<file path="config.mk">
export PLATFORM = sky130hd
export DESIGN_NAME = sbw_ctrl_regs
export DESIGN_NICKNAME = d
export VERILOG_FILES = /design/src/rtl/sbw_pkg.sv /design/src/rtl/sbw_ctrl_regs.sv
export SDC_FILE = /design/constraint.sdc
export NUM_CORES = 1
export LEC_CHECK = 0
export ABC_CLOCK_PERIOD_IN_PS = 2500
export BUFFER_PORTS_ARGS = -buffer_cell sky130_fd_sc_hd__buf_4
export CAP_MARGIN = 20
export CORE_UTILIZATION = 55
export DETAILED_ROUTE_END_ITERATION = 7
export PLACE_DENSITY = 0.76
export SLEW_MARGIN = 20
export SYNTH_ARGS = -nofsm -noshare
export SYNTH_HDL_FRONTEND = slang
export SYNTH_SLANG_ARGS = --single-unit
</file>
<file path="constraint.sdc">
create_clock -name CLK_SYS_I -period 2.5 [get_ports CLK_SYS_I]
set_input_delay 0.5 -clock CLK_SYS_I [delete_from_list [all_inputs] [get_ports CLK_SYS_I]]
set_output_delay 0.5 -clock CLK_SYS_I [all_outputs]
set_load 0.02 [all_outputs]
</file>
<file path="src/rtl/sbw_pkg.sv">
`default_nettype none
package sbw_pkg;
  // register indices on the serial link
  localparam logic [6:0] ADDR_MODE = 7'h01; // chip mode request
  localparam logic [6:0] ADDR_HW = 7'h02; // hardware_supply_control
  localparam logic [6:0] ADDR_WDC = 7'h03; // watchdog_control
  localparam logic [6:0] ADDR_BUS1 = 7'h04; // transceiver_mode_control
  localparam logic [6:0] ADDR_BUS2 = 7'h05; // peak_threshold_control
  localparam logic [6:0] ADDR_EXT = 7'h07; // external_wake_control
  // writable bit masks, reserved bits stay zero
  localparam logic [7:0] MASK_HW = 8'hFB;
  localparam logic [7:0] MASK_WDC = 8'hF7;
  localparam logic [7:0] MASK_BUS1 = 8'h07;
  localparam logic [7:0] MASK_BUS2 = 8'h20;
  localparam logic [7:0] MASK_EXT = 8'hA7;
  // power-on / soft reset values
  localparam logic [7:0] RST_HW = 8'h00;
  localparam logic [7:0] RST_WDC = 8'h14;
  localparam logic [7:0] RST_BUS1 = 8'h00;
  localparam logic [7:0] RST_BUS2 = 8'h00;
  localparam logic [7:0] RST_EXT = 8'h07;
  // soft reset keeps voltage select and load share
  localparam logic [7:0] KEEP_HW_SOFT = 8'h88;
  // restart: keep checksum, type, bus-wake start; period code 100
  localparam logic [7:0] KEEP_WDC_RESTART = 8'hB0;
  localparam logic [7:0] SET_WDC_RESTART = 8'h04;
  // fail-safe wake source values
  localparam logic [7:0] KEEP_BUS1_FS = 8'h04;
  localparam logic [7:0] SET_BUS1_FS = 8'h01;
  localparam logic [7:0] KEEP_EXT_FS = 8'hA0;
  localparam logic [7:0] SET_EXT_FS = 8'h07;
  // field positions
  localparam int HW_FO_EN = 5; // failure_out_sw_enable
  localparam int HW_VSEL = 7; // aux_reg_voltage_select
  localparam int HW_LS = 3; // aux_reg_load_share
  localparam int WDC_STOP_DIS = 6; // wdog_stop_disable_lo
  localparam int WDC_WIN = 5; // wdog_window_select
  localparam int WDC_BUS_WAKE = 4; // wdog_start_on_bus_wake
  localparam int BUS1_SWK = 2; // selective_wake
  localparam int BUS2_PEAK = 5; // peak_current_threshold
  localparam int EXT_INT_GLOBAL = 7;
  // transceiver low mode bits
  localparam logic [1:0] CAN_OFF = 2'h0;
  localparam logic [1:0] CAN_WAKE = 2'h1;
  localparam logic [1:0] CAN_RXO = 2'h2;
  localparam logic [1:0] CAN_NORM = 2'h3;
  // chip mode field codes
  localparam logic [1:0] MODE_NORMAL = 2'h0;
  localparam logic [1:0] MODE_SLEEP = 2'h1;
  localparam logic [1:0] MODE_STOP = 2'h2;
  localparam logic [1:0] MODE_SOFTRST = 2'h3;
  // serial frame and address byte lengths in bits
  localparam logic [4:0] FRAME_BITS = 5'h10;
  localparam logic [4:0] ADDR_BITS = 5'h08;
  // watchdog period in ms for each period code
  localparam logic [9:0] WD_MS_C0 = 10'h00A;
  localparam logic [9:0] WD_MS_C1 = 10'h014;
  localparam logic [9:0] WD_MS_C2 = 10'h032;
  localparam logic [9:0] WD_MS_C3 = 10'h064;
  localparam logic [9:0] WD_MS_C4 = 10'h0C8;
  localparam logic [9:0] WD_MS_C5 = 10'h1F4;
  localparam logic [9:0] WD_MS_C6 = 10'h3E8;
  localparam logic [9:0] WD_MS_RSVD = 10'h000;

  typedef enum logic [5:0] {
    ST_INIT = 6'b00_0001,
    ST_NORMAL = 6'b00_0010,
    ST_SLEEP = 6'b00_0100,
    ST_STOP = 6'b00_1000,
    ST_RESTART = 6'b01_0000,
    ST_FAILSAFE = 6'b10_0000
  } sbw_state_t;

  typedef struct packed {
    logic [7:0] hw;
    logic [7:0] wdc;
    logic [7:0] bus1;
    logic [7:0] bus2;
    logic [7:0] ext;
  } sbw_regs_t;
endpackage : sbw_pkg
`default_nettype wire

</file>
<file path="src/rtl/sbw_ctrl_regs.sv">
`default_nettype none
module sbw_ctrl_regs (
  input wire logic CLK_SYS_I,
  input wire logic RESETN_I,
  input wire logic CSN_I, // serial select, active low
  input wire logic SCLK_I,
  input wire logic SDI_I,
  input wire logic SYSTEM_ERROR_FLAG_I, // system_error_flag
  input wire logic FAILURE_FLAG_I, // detected failure, cleared by software elsewhere
  input wire logic RESTART_REQ_I,
  input wire logic FAILSAFE_REQ_I,
  input wire logic WAKE_I,
  input wire logic STATUS_EVT_I,
  output logic SDO_O,
  output logic SPI_FAIL_O,
  output logic FAIL_OUT_O,
  output logic INT_O,
  output logic [5:0] CHIP_STATE_O,
  output logic [2:0] CAN_MODE_O,
  output logic WD_STOP_DISABLE_O,
  output logic WD_WINDOW_O,
  output logic WD_BUS_WAKE_START_O,
  output logic [9:0] WD_PERIOD_MS_O,
  output logic PEAK_HIGH_O,
  output logic AUX_VSEL_O,
  output logic AUX_LS_O
);
  // serial shifter state
  logic sclk_q, sclk_d;
  logic csn_q, csn_d;
  logic [4:0] cnt_q, cnt_d;
  logic [15:0] sh_q, sh_d;
  logic [7:0] so_q, so_d;
  // register file and chip mode
  sbw_pkg::sbw_regs_t regs_q, regs_d;
  sbw_pkg::sbw_state_t st_q, st_d;
  // registered outputs
  logic fail_q, fail_d;
  logic int_q, int_d;
  logic spif_q, spif_d;
  logic [9:0] per_q, per_d;
  // decoded frame
  logic frame_end, commit, wr;
  logic [6:0] waddr;
  logic [7:0] wdata;
  logic soft_rst, go_sleep, go_stop, go_restart;

  // chip mode field as seen on a read
  function automatic logic [1:0] mode_code(input sbw_pkg::sbw_state_t s);
    case (s)
      sbw_pkg::ST_SLEEP: mode_code = sbw_pkg::MODE_SLEEP;
      sbw_pkg::ST_STOP: mode_code = sbw_pkg::MODE_STOP;
      default: mode_code = sbw_pkg::MODE_NORMAL;
    endcase
  endfunction

  // read mux, used by the shifter while select is high and after the address byte
  function automatic logic [7:0] rd_reg(input sbw_pkg::sbw_regs_t r, input sbw_pkg::sbw_state_t s,
                                        input logic [6:0] a);
    if (a == sbw_pkg::ADDR_MODE) begin
      rd_reg = {mode_code(s), 6'h00};
    end else if (a == sbw_pkg::ADDR_HW) begin
      rd_reg = r.hw;
    end else if (a == sbw_pkg::ADDR_WDC) begin
      rd_reg = r.wdc;
    end else if (a == sbw_pkg::ADDR_BUS1) begin
      rd_reg = r.bus1;
    end else if (a == sbw_pkg::ADDR_BUS2) begin
      rd_reg = r.bus2;
    end else if (a == sbw_pkg::ADDR_EXT) begin
      rd_reg = r.ext;
    end else begin
      rd_reg = 8'h00; // unmapped reads as zero
    end
  endfunction

  // watchdog period lookup in ms
  // reserved code gives zero, so a bad setting never looks like a valid period
  function automatic logic [9:0] wd_ms(input logic [2:0] c);
    case (c)
      3'h0: wd_ms = sbw_pkg::WD_MS_C0;
      3'h1: wd_ms = sbw_pkg::WD_MS_C1;
      3'h2: wd_ms = sbw_pkg::WD_MS_C2;
      3'h3: wd_ms = sbw_pkg::WD_MS_C3;
      3'h4: wd_ms = sbw_pkg::WD_MS_C4;
      3'h5: wd_ms = sbw_pkg::WD_MS_C5;
      3'h6: wd_ms = sbw_pkg::WD_MS_C6;
      default: wd_ms = sbw_pkg::WD_MS_RSVD; // reserved code
    endcase
  endfunction

  // frame decode: bit 15 write, 14:8 address, 7:0 data
  assign frame_end = CSN_I & ~csn_q;
  assign commit = frame_end & (cnt_q == sbw_pkg::FRAME_BITS);
  assign wr = commit & sh_q[15];
  assign waddr = sh_q[14:8];
  assign wdata = sh_q[7:0];

  // serial shifter next state, msb first, sampled on sclk rise
  always_comb begin
    sclk_d = SCLK_I;
    csn_d = CSN_I;
    cnt_d = cnt_q;
    sh_d = sh_q;
    so_d = so_q;
    if (CSN_I) begin
      cnt_d = 5'h00;
      so_d = rd_reg(regs_q, st_q, sbw_pkg::ADDR_MODE); // first byte shows mode
    end else if (SCLK_I & ~sclk_q) begin
      sh_d = {sh_q[14:0], SDI_I};
      if (cnt_q != 5'h1F) begin
        cnt_d = cnt_q + 5'h01; // saturate so long frames stay invalid
      end
      if (cnt_q + 5'h01 == sbw_pkg::ADDR_BITS) begin
        // previous contents, before this frame's write lands
        so_d = rd_reg(regs_q, st_q, {sh_q[5:0], SDI_I});
      end else begin
        so_d = {so_q[6:0], 1'b0};
      end
    end
  end

  // serial shifter registers
  always_ff @(posedge CLK_SYS_I) begin
    if (!RESETN_I) begin
      sclk_q <= 1'b0;
      csn_q <= 1'b1;
      cnt_q <= 5'h00;
      sh_q <= 16'h0000;
      so_q <= 8'h00;
    end else begin
      sclk_q <= sclk_d;
      csn_q <= csn_d;
      cnt_q <= cnt_d;
      sh_q <= sh_d;
      so_q <= so_d;
    end
  end

  // mode requests from a committed write
  assign soft_rst = wr & (waddr == sbw_pkg::ADDR_MODE) & (wdata[7:6] == sbw_pkg::MODE_SOFTRST);
  assign go_sleep = wr & (waddr == sbw_pkg::ADDR_MODE) & (wdata[7:6] == sbw_pkg::MODE_SLEEP)
                    & (st_q != sbw_pkg::ST_STOP); // stop cannot go straight to sleep
  assign go_stop = wr & (waddr == sbw_pkg::ADDR_MODE) & (wdata[7:6] == sbw_pkg::MODE_STOP);
  // a wake in sleep or fail-safe passes through restart first unless a soft reset or fail-safe request comes in the same cycle
  assign go_restart = (st_q != sbw_pkg::ST_RESTART) & ~soft_rst & ~FAILSAFE_REQ_I
                      & (RESTART_REQ_I | (WAKE_I & (st_q == sbw_pkg::ST_SLEEP || st_q == sbw_pkg::ST_FAILSAFE)));

  // chip mode and register file next values
  always_comb begin
    st_d = st_q;
    regs_d = regs_q;
    spif_d = 1'b0;
    if (wr && waddr == sbw_pkg::ADDR_HW) begin
      regs_d.hw = wdata & sbw_pkg::MASK_HW;
    end else if (wr && waddr == sbw_pkg::ADDR_WDC) begin
      if (^wdata) begin
        spif_d = 1'b1; // odd parity rejected
      end else begin
        regs_d.wdc = wdata & sbw_pkg::MASK_WDC;
      end
    end else if (wr && waddr == sbw_pkg::ADDR_BUS1) begin
      regs_d.bus1 = wdata & sbw_pkg::MASK_BUS1; // only path to bit 2 besides soft reset clearing it
    end else if (wr && waddr == sbw_pkg::ADDR_BUS2) begin
      if (st_q == sbw_pkg::ST_INIT || st_q == sbw_pkg::ST_NORMAL) begin
        regs_d.bus2 = wdata & sbw_pkg::MASK_BUS2;
      end
      // other modes: dropped, no fail flag, no interrupt
    end else if (wr && waddr == sbw_pkg::ADDR_EXT) begin
      regs_d.ext = wdata & sbw_pkg::MASK_EXT;
    end
    if (commit == 1'b0 && frame_end && cnt_q != 5'h00) begin
      spif_d = 1'b1; // wrong frame length
    end
    // mode changes, highest priority last
    if (wr && waddr == sbw_pkg::ADDR_MODE && wdata[7:6] == sbw_pkg::MODE_NORMAL
        && (st_q == sbw_pkg::ST_INIT || st_q == sbw_pkg::ST_NORMAL)) begin
      st_d = sbw_pkg::ST_NORMAL;
    end
    if (go_stop && (st_q == sbw_pkg::ST_INIT || st_q == sbw_pkg::ST_NORMAL)) begin
      st_d = sbw_pkg::ST_STOP; // normal, receive only, wake, off all kept
    end
    if (go_sleep) begin
      st_d = sbw_pkg::ST_SLEEP;
      if (!SYSTEM_ERROR_FLAG_I && regs_q.bus1[1]) begin
        // normal or receive only become wake capable
        regs_d.bus1 = {regs_q.bus1[7:2], sbw_pkg::CAN_WAKE};
      end
    end
    if (WAKE_I && st_q == sbw_pkg::ST_STOP) begin
      st_d = sbw_pkg::ST_NORMAL;
    end
    if (st_q == sbw_pkg::ST_RESTART) begin
      st_d = sbw_pkg::ST_NORMAL; // restart lasts one cycle here
    end
    if (go_restart) begin
      st_d = sbw_pkg::ST_RESTART;
      regs_d.hw[sbw_pkg::HW_FO_EN] = 1'b0;
      regs_d.wdc = (regs_q.wdc & sbw_pkg::KEEP_WDC_RESTART) | sbw_pkg::SET_WDC_RESTART;
    end
    if (FAILSAFE_REQ_I && !soft_rst && st_q != sbw_pkg::ST_FAILSAFE) begin
      // bus register value taken as 0000 0x01, bit 2 kept
      st_d = sbw_pkg::ST_FAILSAFE;
      regs_d.bus1 = (regs_q.bus1 & sbw_pkg::KEEP_BUS1_FS) | sbw_pkg::SET_BUS1_FS;
      regs_d.ext = (regs_q.ext & sbw_pkg::KEEP_EXT_FS) | sbw_pkg::SET_EXT_FS;
    end
    if (soft_rst) begin
      st_d = sbw_pkg::ST_INIT;
      regs_d.hw = (regs_q.hw & sbw_pkg::KEEP_HW_SOFT) | sbw_pkg::RST_HW;
      regs_d.wdc = sbw_pkg::RST_WDC;
      regs_d.bus1 = sbw_pkg::RST_BUS1;
      regs_d.bus2 = sbw_pkg::RST_BUS2;
      regs_d.ext = sbw_pkg::RST_EXT;
    end
  end

  // chip mode and register file registers; reset is power-on
  always_ff @(posedge CLK_SYS_I) begin
    if (!RESETN_I) begin
      st_q <= sbw_pkg::ST_INIT;
      regs_q <= {sbw_pkg::RST_HW, sbw_pkg::RST_WDC, sbw_pkg::RST_BUS1, sbw_pkg::RST_BUS2,
                 sbw_pkg::RST_EXT};
      spif_q <= 1'b0;
    end else begin
      st_q <= st_d;
      regs_q <= regs_d;
      spif_q <= spif_d;
    end
  end

  // output stage next values
  always_comb begin
    fail_d = regs_q.hw[sbw_pkg::HW_FO_EN] | FAILURE_FLAG_I;
    int_d = WAKE_I | (regs_q.ext[sbw_pkg::EXT_INT_GLOBAL] & STATUS_EVT_I);
    per_d = wd_ms(regs_q.wdc[2:0]);
  end

  // output stage registers
  always_ff @(posedge CLK_SYS_I) begin
    if (!RESETN_I) begin
      fail_q <= 1'b0;
      int_q <= 1'b0;
      per_q <= sbw_pkg::WD_MS_RSVD;
    end else begin
      fail_q <= fail_d;
      int_q <= int_d;
      per_q <= per_d;
    end
  end

  // every output straight from a flop
  assign SDO_O = so_q[7];
  assign SPI_FAIL_O = spif_q;
  assign FAIL_OUT_O = fail_q;
  assign INT_O = int_q;
  assign CHIP_STATE_O = st_q;
  assign CAN_MODE_O = regs_q.bus1[2:0];
  assign WD_STOP_DISABLE_O = regs_q.wdc[sbw_pkg::WDC_STOP_DIS];
  assign WD_WINDOW_O = regs_q.wdc[sbw_pkg::WDC_WIN];
  assign WD_BUS_WAKE_START_O = regs_q.wdc[sbw_pkg::WDC_BUS_WAKE];
  assign WD_PERIOD_MS_O = per_q;
  assign PEAK_HIGH_O = regs_q.bus2[sbw_pkg::BUS2_PEAK];
  assign AUX_VSEL_O = regs_q.hw[sbw_pkg::HW_VSEL];
  assign AUX_LS_O = regs_q.hw[sbw_pkg::HW_LS];
endmodule // sbw_ctrl_regs
`default_nettype wire

</file>
==> results.yml <==
hold_path:
  hp-start: "FAILURE_FLAG_I"
  min_path_cells: 3
  hp-class: "primary input to register"
  holdPathEnd: "FAIL_OUT_O$_SDFF_PN0_"
placement:
  dp_hpwl_microns: 6570
  place.gp.congestion: 0.880
  place_ws_ns: 0.286
  io_buffer_count: 38
run:
  maxCapViolations: 0
die:
  die_area_sq_um: 6970
  core_sq_um: 6390
  dieWidth_microns: 83.5
  placementRows: 29
  start_util: 0.572
  die_h_microns: 83.5
  pin_count: 40
global_routing:
  grt_start_max_net_pins: 25
  grt_pass1_wl_microns: 15300
  track_usage: 0.280
  grt_overflow: 0
  grt_pass1_vias: 3035
  antenna_found_initial: 0
finish:
  layout_common_cells: "77 x dfxtp_1, 64 x nand2_1, 47 x buf_4"
  layout-drive-gt1-share: 0.179
  areaGrowthSynthToFinish_pct: 14.5
  diodes: 0
  final_common_cell: "dfxtp_1"
  nets: 473
synthesis:
  syn_avg_cell_area_sq_um: 8.67
  async_reset_ff_frac: 0
  ys_warn_count: 0
  postSynthCellCount: 421
  synth-edff-count: 0
  synth_cell_types: 66
  ys_seq_area_frac: 0.422
  synth_nets: 440
  synth-main-ff-cell: "dfxtp_1"
  synthesis.area_sq_um: 3650
  ys_seq_elements: 77
setup_path:
  endpoint_kind: "register"
  required_ns: 2.72
  path_cells: "inv_1 -> ha_1 -> xor2_1 -> xnor3_1 -> nand3_1 -> o21ai_0 -> nand3_1"
  crit_path_start_kind: "register"
  path_class: "register to register"
  crit_family: "XOR/XNOR gates"
  worstPathBufferInverterCount: 1
  slowest_delay_ns: 0.49
  worstPathMaxFanout: 8
  r2r-end: "WD_BUS_WAKE_START_O$_SDFFE_PP1P_"
  slowest_stage: "dfxtp_1"
  r2r_start: "sh_q[7]$_SDFFE_PN0P_"
  reg2reg_depth: 7
  arrival_ns: 2.46
  crit_path_frequent_cell: "nand3_1"
  r2r_setup_slack_ns: 0.26
timing:
  whs_ns: 0.338
  drv_slew: 0
  worst_clock_skew_ns: 0.0109
  post-route-period-util: 0.894
  finalSetupViolCount: 0
  finalHoldViolCount: 0
  max_slew.worst_pin.slew_ns: 0.735
  fin_ws_ns: 0.264
  slew_headroom: 0.506
  setup_tns_ns: 0
  timing.fmax_ghz: 0.447
  rsz0062_at_grt: "no"
  period_needed_ns: 2.24
power_and_ir_drop:
  pwr_density_cell_nw_per_um2: 577
  peakVddDrop_mv: 0.485
  power.leakage_nw: 1.66
routing:
  drtIter0Drc: 274
  drcViolationCount: 0
  firstDrtPassIters: 6
  vias: 3277
  wl_microns: 9310
  detail-route-antenna-nets: 0
  drt-vias-per-instance: 6.11
  routedWlPerCell_microns: 17.4
clocking:
  cts_tree: "built"
  max-clock-path-buffers: 2
  cts_inserted_buffers: 9
  cts_htree_levels: 3
  path_clk_slew_ns: 0.09
  cts_repair_resize_count: 0
  clock_latency_ns: 0.36
  clock-sinks: 77
  cts_setup_buffers: 0
  cts_hold_buf: 0
  root_buffer: "clkbuf_8"
outcome:
  run_status: "finished clean"
Yosys cell counts (all sizes together), types with 2 or more instances:
| cell | number | area [sq um] |
|---|---|---|
| and4 | 2 | 17.5 |
| and2 | 3 | 18.8 |
| buf | 12 | 70.1 |
| a21oi | 40 | 204 |
| dfxtp | 77 | 1540 |
| o31ai | 2 | 15.0 |
| nand4 | 3 | 18.8 |
| xnor3 | 2 | 45.0 |
| nor4 | 4 | 31.3 |
| a22oi | 4 | 30.0 |
| nor3 | 2 | 10.0 |
| o22ai | 2 | 12.5 |
| mux2i | 8 | 80.1 |
| and4b | 2 | 20.0 |
| nand3b | 3 | 22.5 |
| or4 | 4 | 37.5 |
| o21ai | 23 | 119 |
| mux2 | 4 | 45.0 |
| a22o | 3 | 26.3 |
| and3 | 11 | 68.8 |
| xnor2 | 3 | 26.3 |
| clkbuf | 13 | 48.8 |
| nor4b | 2 | 30.0 |
| nand2b | 6 | 37.5 |
| a31oi | 5 | 31.3 |
| inv | 10 | 37.5 |
| nor3b | 8 | 81.3 |
| nand3 | 19 | 100 |
| a2111oi | 2 | 42.5 |
| nor2 | 31 | 116 |
| nor2b | 3 | 18.8 |
| nand4b | 2 | 17.5 |
| o32ai | 2 | 17.5 |
| nand2 | 64 | 240 |
| ha | 8 | 100 |
| a211oi | 3 | 22.5 |
| o21a | 2 | 15.0 |
| a221oi | 5 | 43.8 |
| xor2 | 6 | 52.6 |
report_power, final:
group          internal [mW]  leakage [nW]  switching, mW
clock                  0.490        0.0959          0.466
sequential              1.24         0.625         0.0203
combinational         0.0733         0.937          0.119
final cells by class:
| type | count | area [sq um] |
|---|---|---|
| Fill cell | 558 | 2210 |
| Multi-Input combinational cell | 308 | 1950 |
| Sequential cell | 77 | 1540 |
| Timing Repair Buffer | 47 | 353 |
| Clock buffer | 11 | 141 |
| Tap cell | 77 | 96.3 |
| Clock inverter | 5 | 58.8 |
| Inverter | 11 | 41.3 |
tightest hold or removal path, cell delays in order:
cell,delay [ns]
buf_4,0.08
nor2_1,0.03
nor2_1,0.06
through the flow:
step / instances / cell area, sq um / total power, mW / util
final: 536 / 4180 / 2.41 / 0.655
after global routing: 536 / 4180 / 2.50 / 0.655
after CTS: 536 / 4180 / 2.43 / 0.655
after detailed placement: 520 / 3980 / 1.48 / 0.623
after global placement: 520 / 3980 / 1.48 / 0.623
after floorplan: 421 / 3650 / 1.41 / -
state kept, by name (all words and copies together) (netlist names):
signal and flops:
sh_q 16, WD_WINDOW_O 1, CHIP_STATE_O 6, AUX_VSEL_O 1, SPI_FAIL_O 1, WD_PERIOD_MS_O 9
INT_O 1, csn_q 1, PEAK_HIGH_O 1, AUX_LS_O 1, cnt_q 5, FAIL_OUT_O 1
sclk_q 1, WD_STOP_DISABLE_O 1, CAN_MODE_O 3, regs_q 19, so_q 8, WD_BUS_WAKE_START_O 1
cell families (layout without fill, tap and decap cells):
kind of cell / count (synthesis) / after routing / synth area share
AND/OR/NAND/NOR: 173 / 173 / 0.254
AO/OA/AOI/OAI: 103 / 103 / 0.183
flip-flops: 77 / 77 / 0.422
buffers and inverters: 36 / 74 / 0.0439
multiplexers: 12 / 12 / 0.0343
XOR/XNOR: 11 / 11 / 0.0339
adder cells (fa/ha/maj): 8 / 8 / 0.0274
other: 1 / 1 / 0.00103
worst max path at each step:
stage                     cells after the start                  start                                to
after floorplan                               7  cnt_q[0]$_SDFFE_PP0P_              so_q[3]$_SDFFE_PP0P_
after global placement                        7  cnt_q[0]$_SDFFE_PP0P_              so_q[3]$_SDFFE_PP0P_
after detailed placement                      7  cnt_q[0]$_SDFFE_PP0P_              so_q[3]$_SDFFE_PP0P_
after CTS                                     7  cnt_q[0]$_SDFFE_PP0P_              so_q[3]$_SDFFE_PP0P_
after global routing                          7   sh_q[7]$_SDFFE_PN0P_           regs_q[31]$_SDFFE_PP0P_
final                                         7   sh_q[7]$_SDFFE_PN0P_  WD_BUS_WAKE_START_O$_SDFFE_PP1P_
layer usage:
| layer | GRT usage | share of wire |
|---|---|---|
| met5 | 0 | 0 |
| met4 | 0.105 | 0.016 |
| met3 | 0.0574 | 0.062 |
| met2 | 0.463 | 0.48 |
| met1 | 0.362 | 0.44 |
Power figures use the tool's default switching activity.
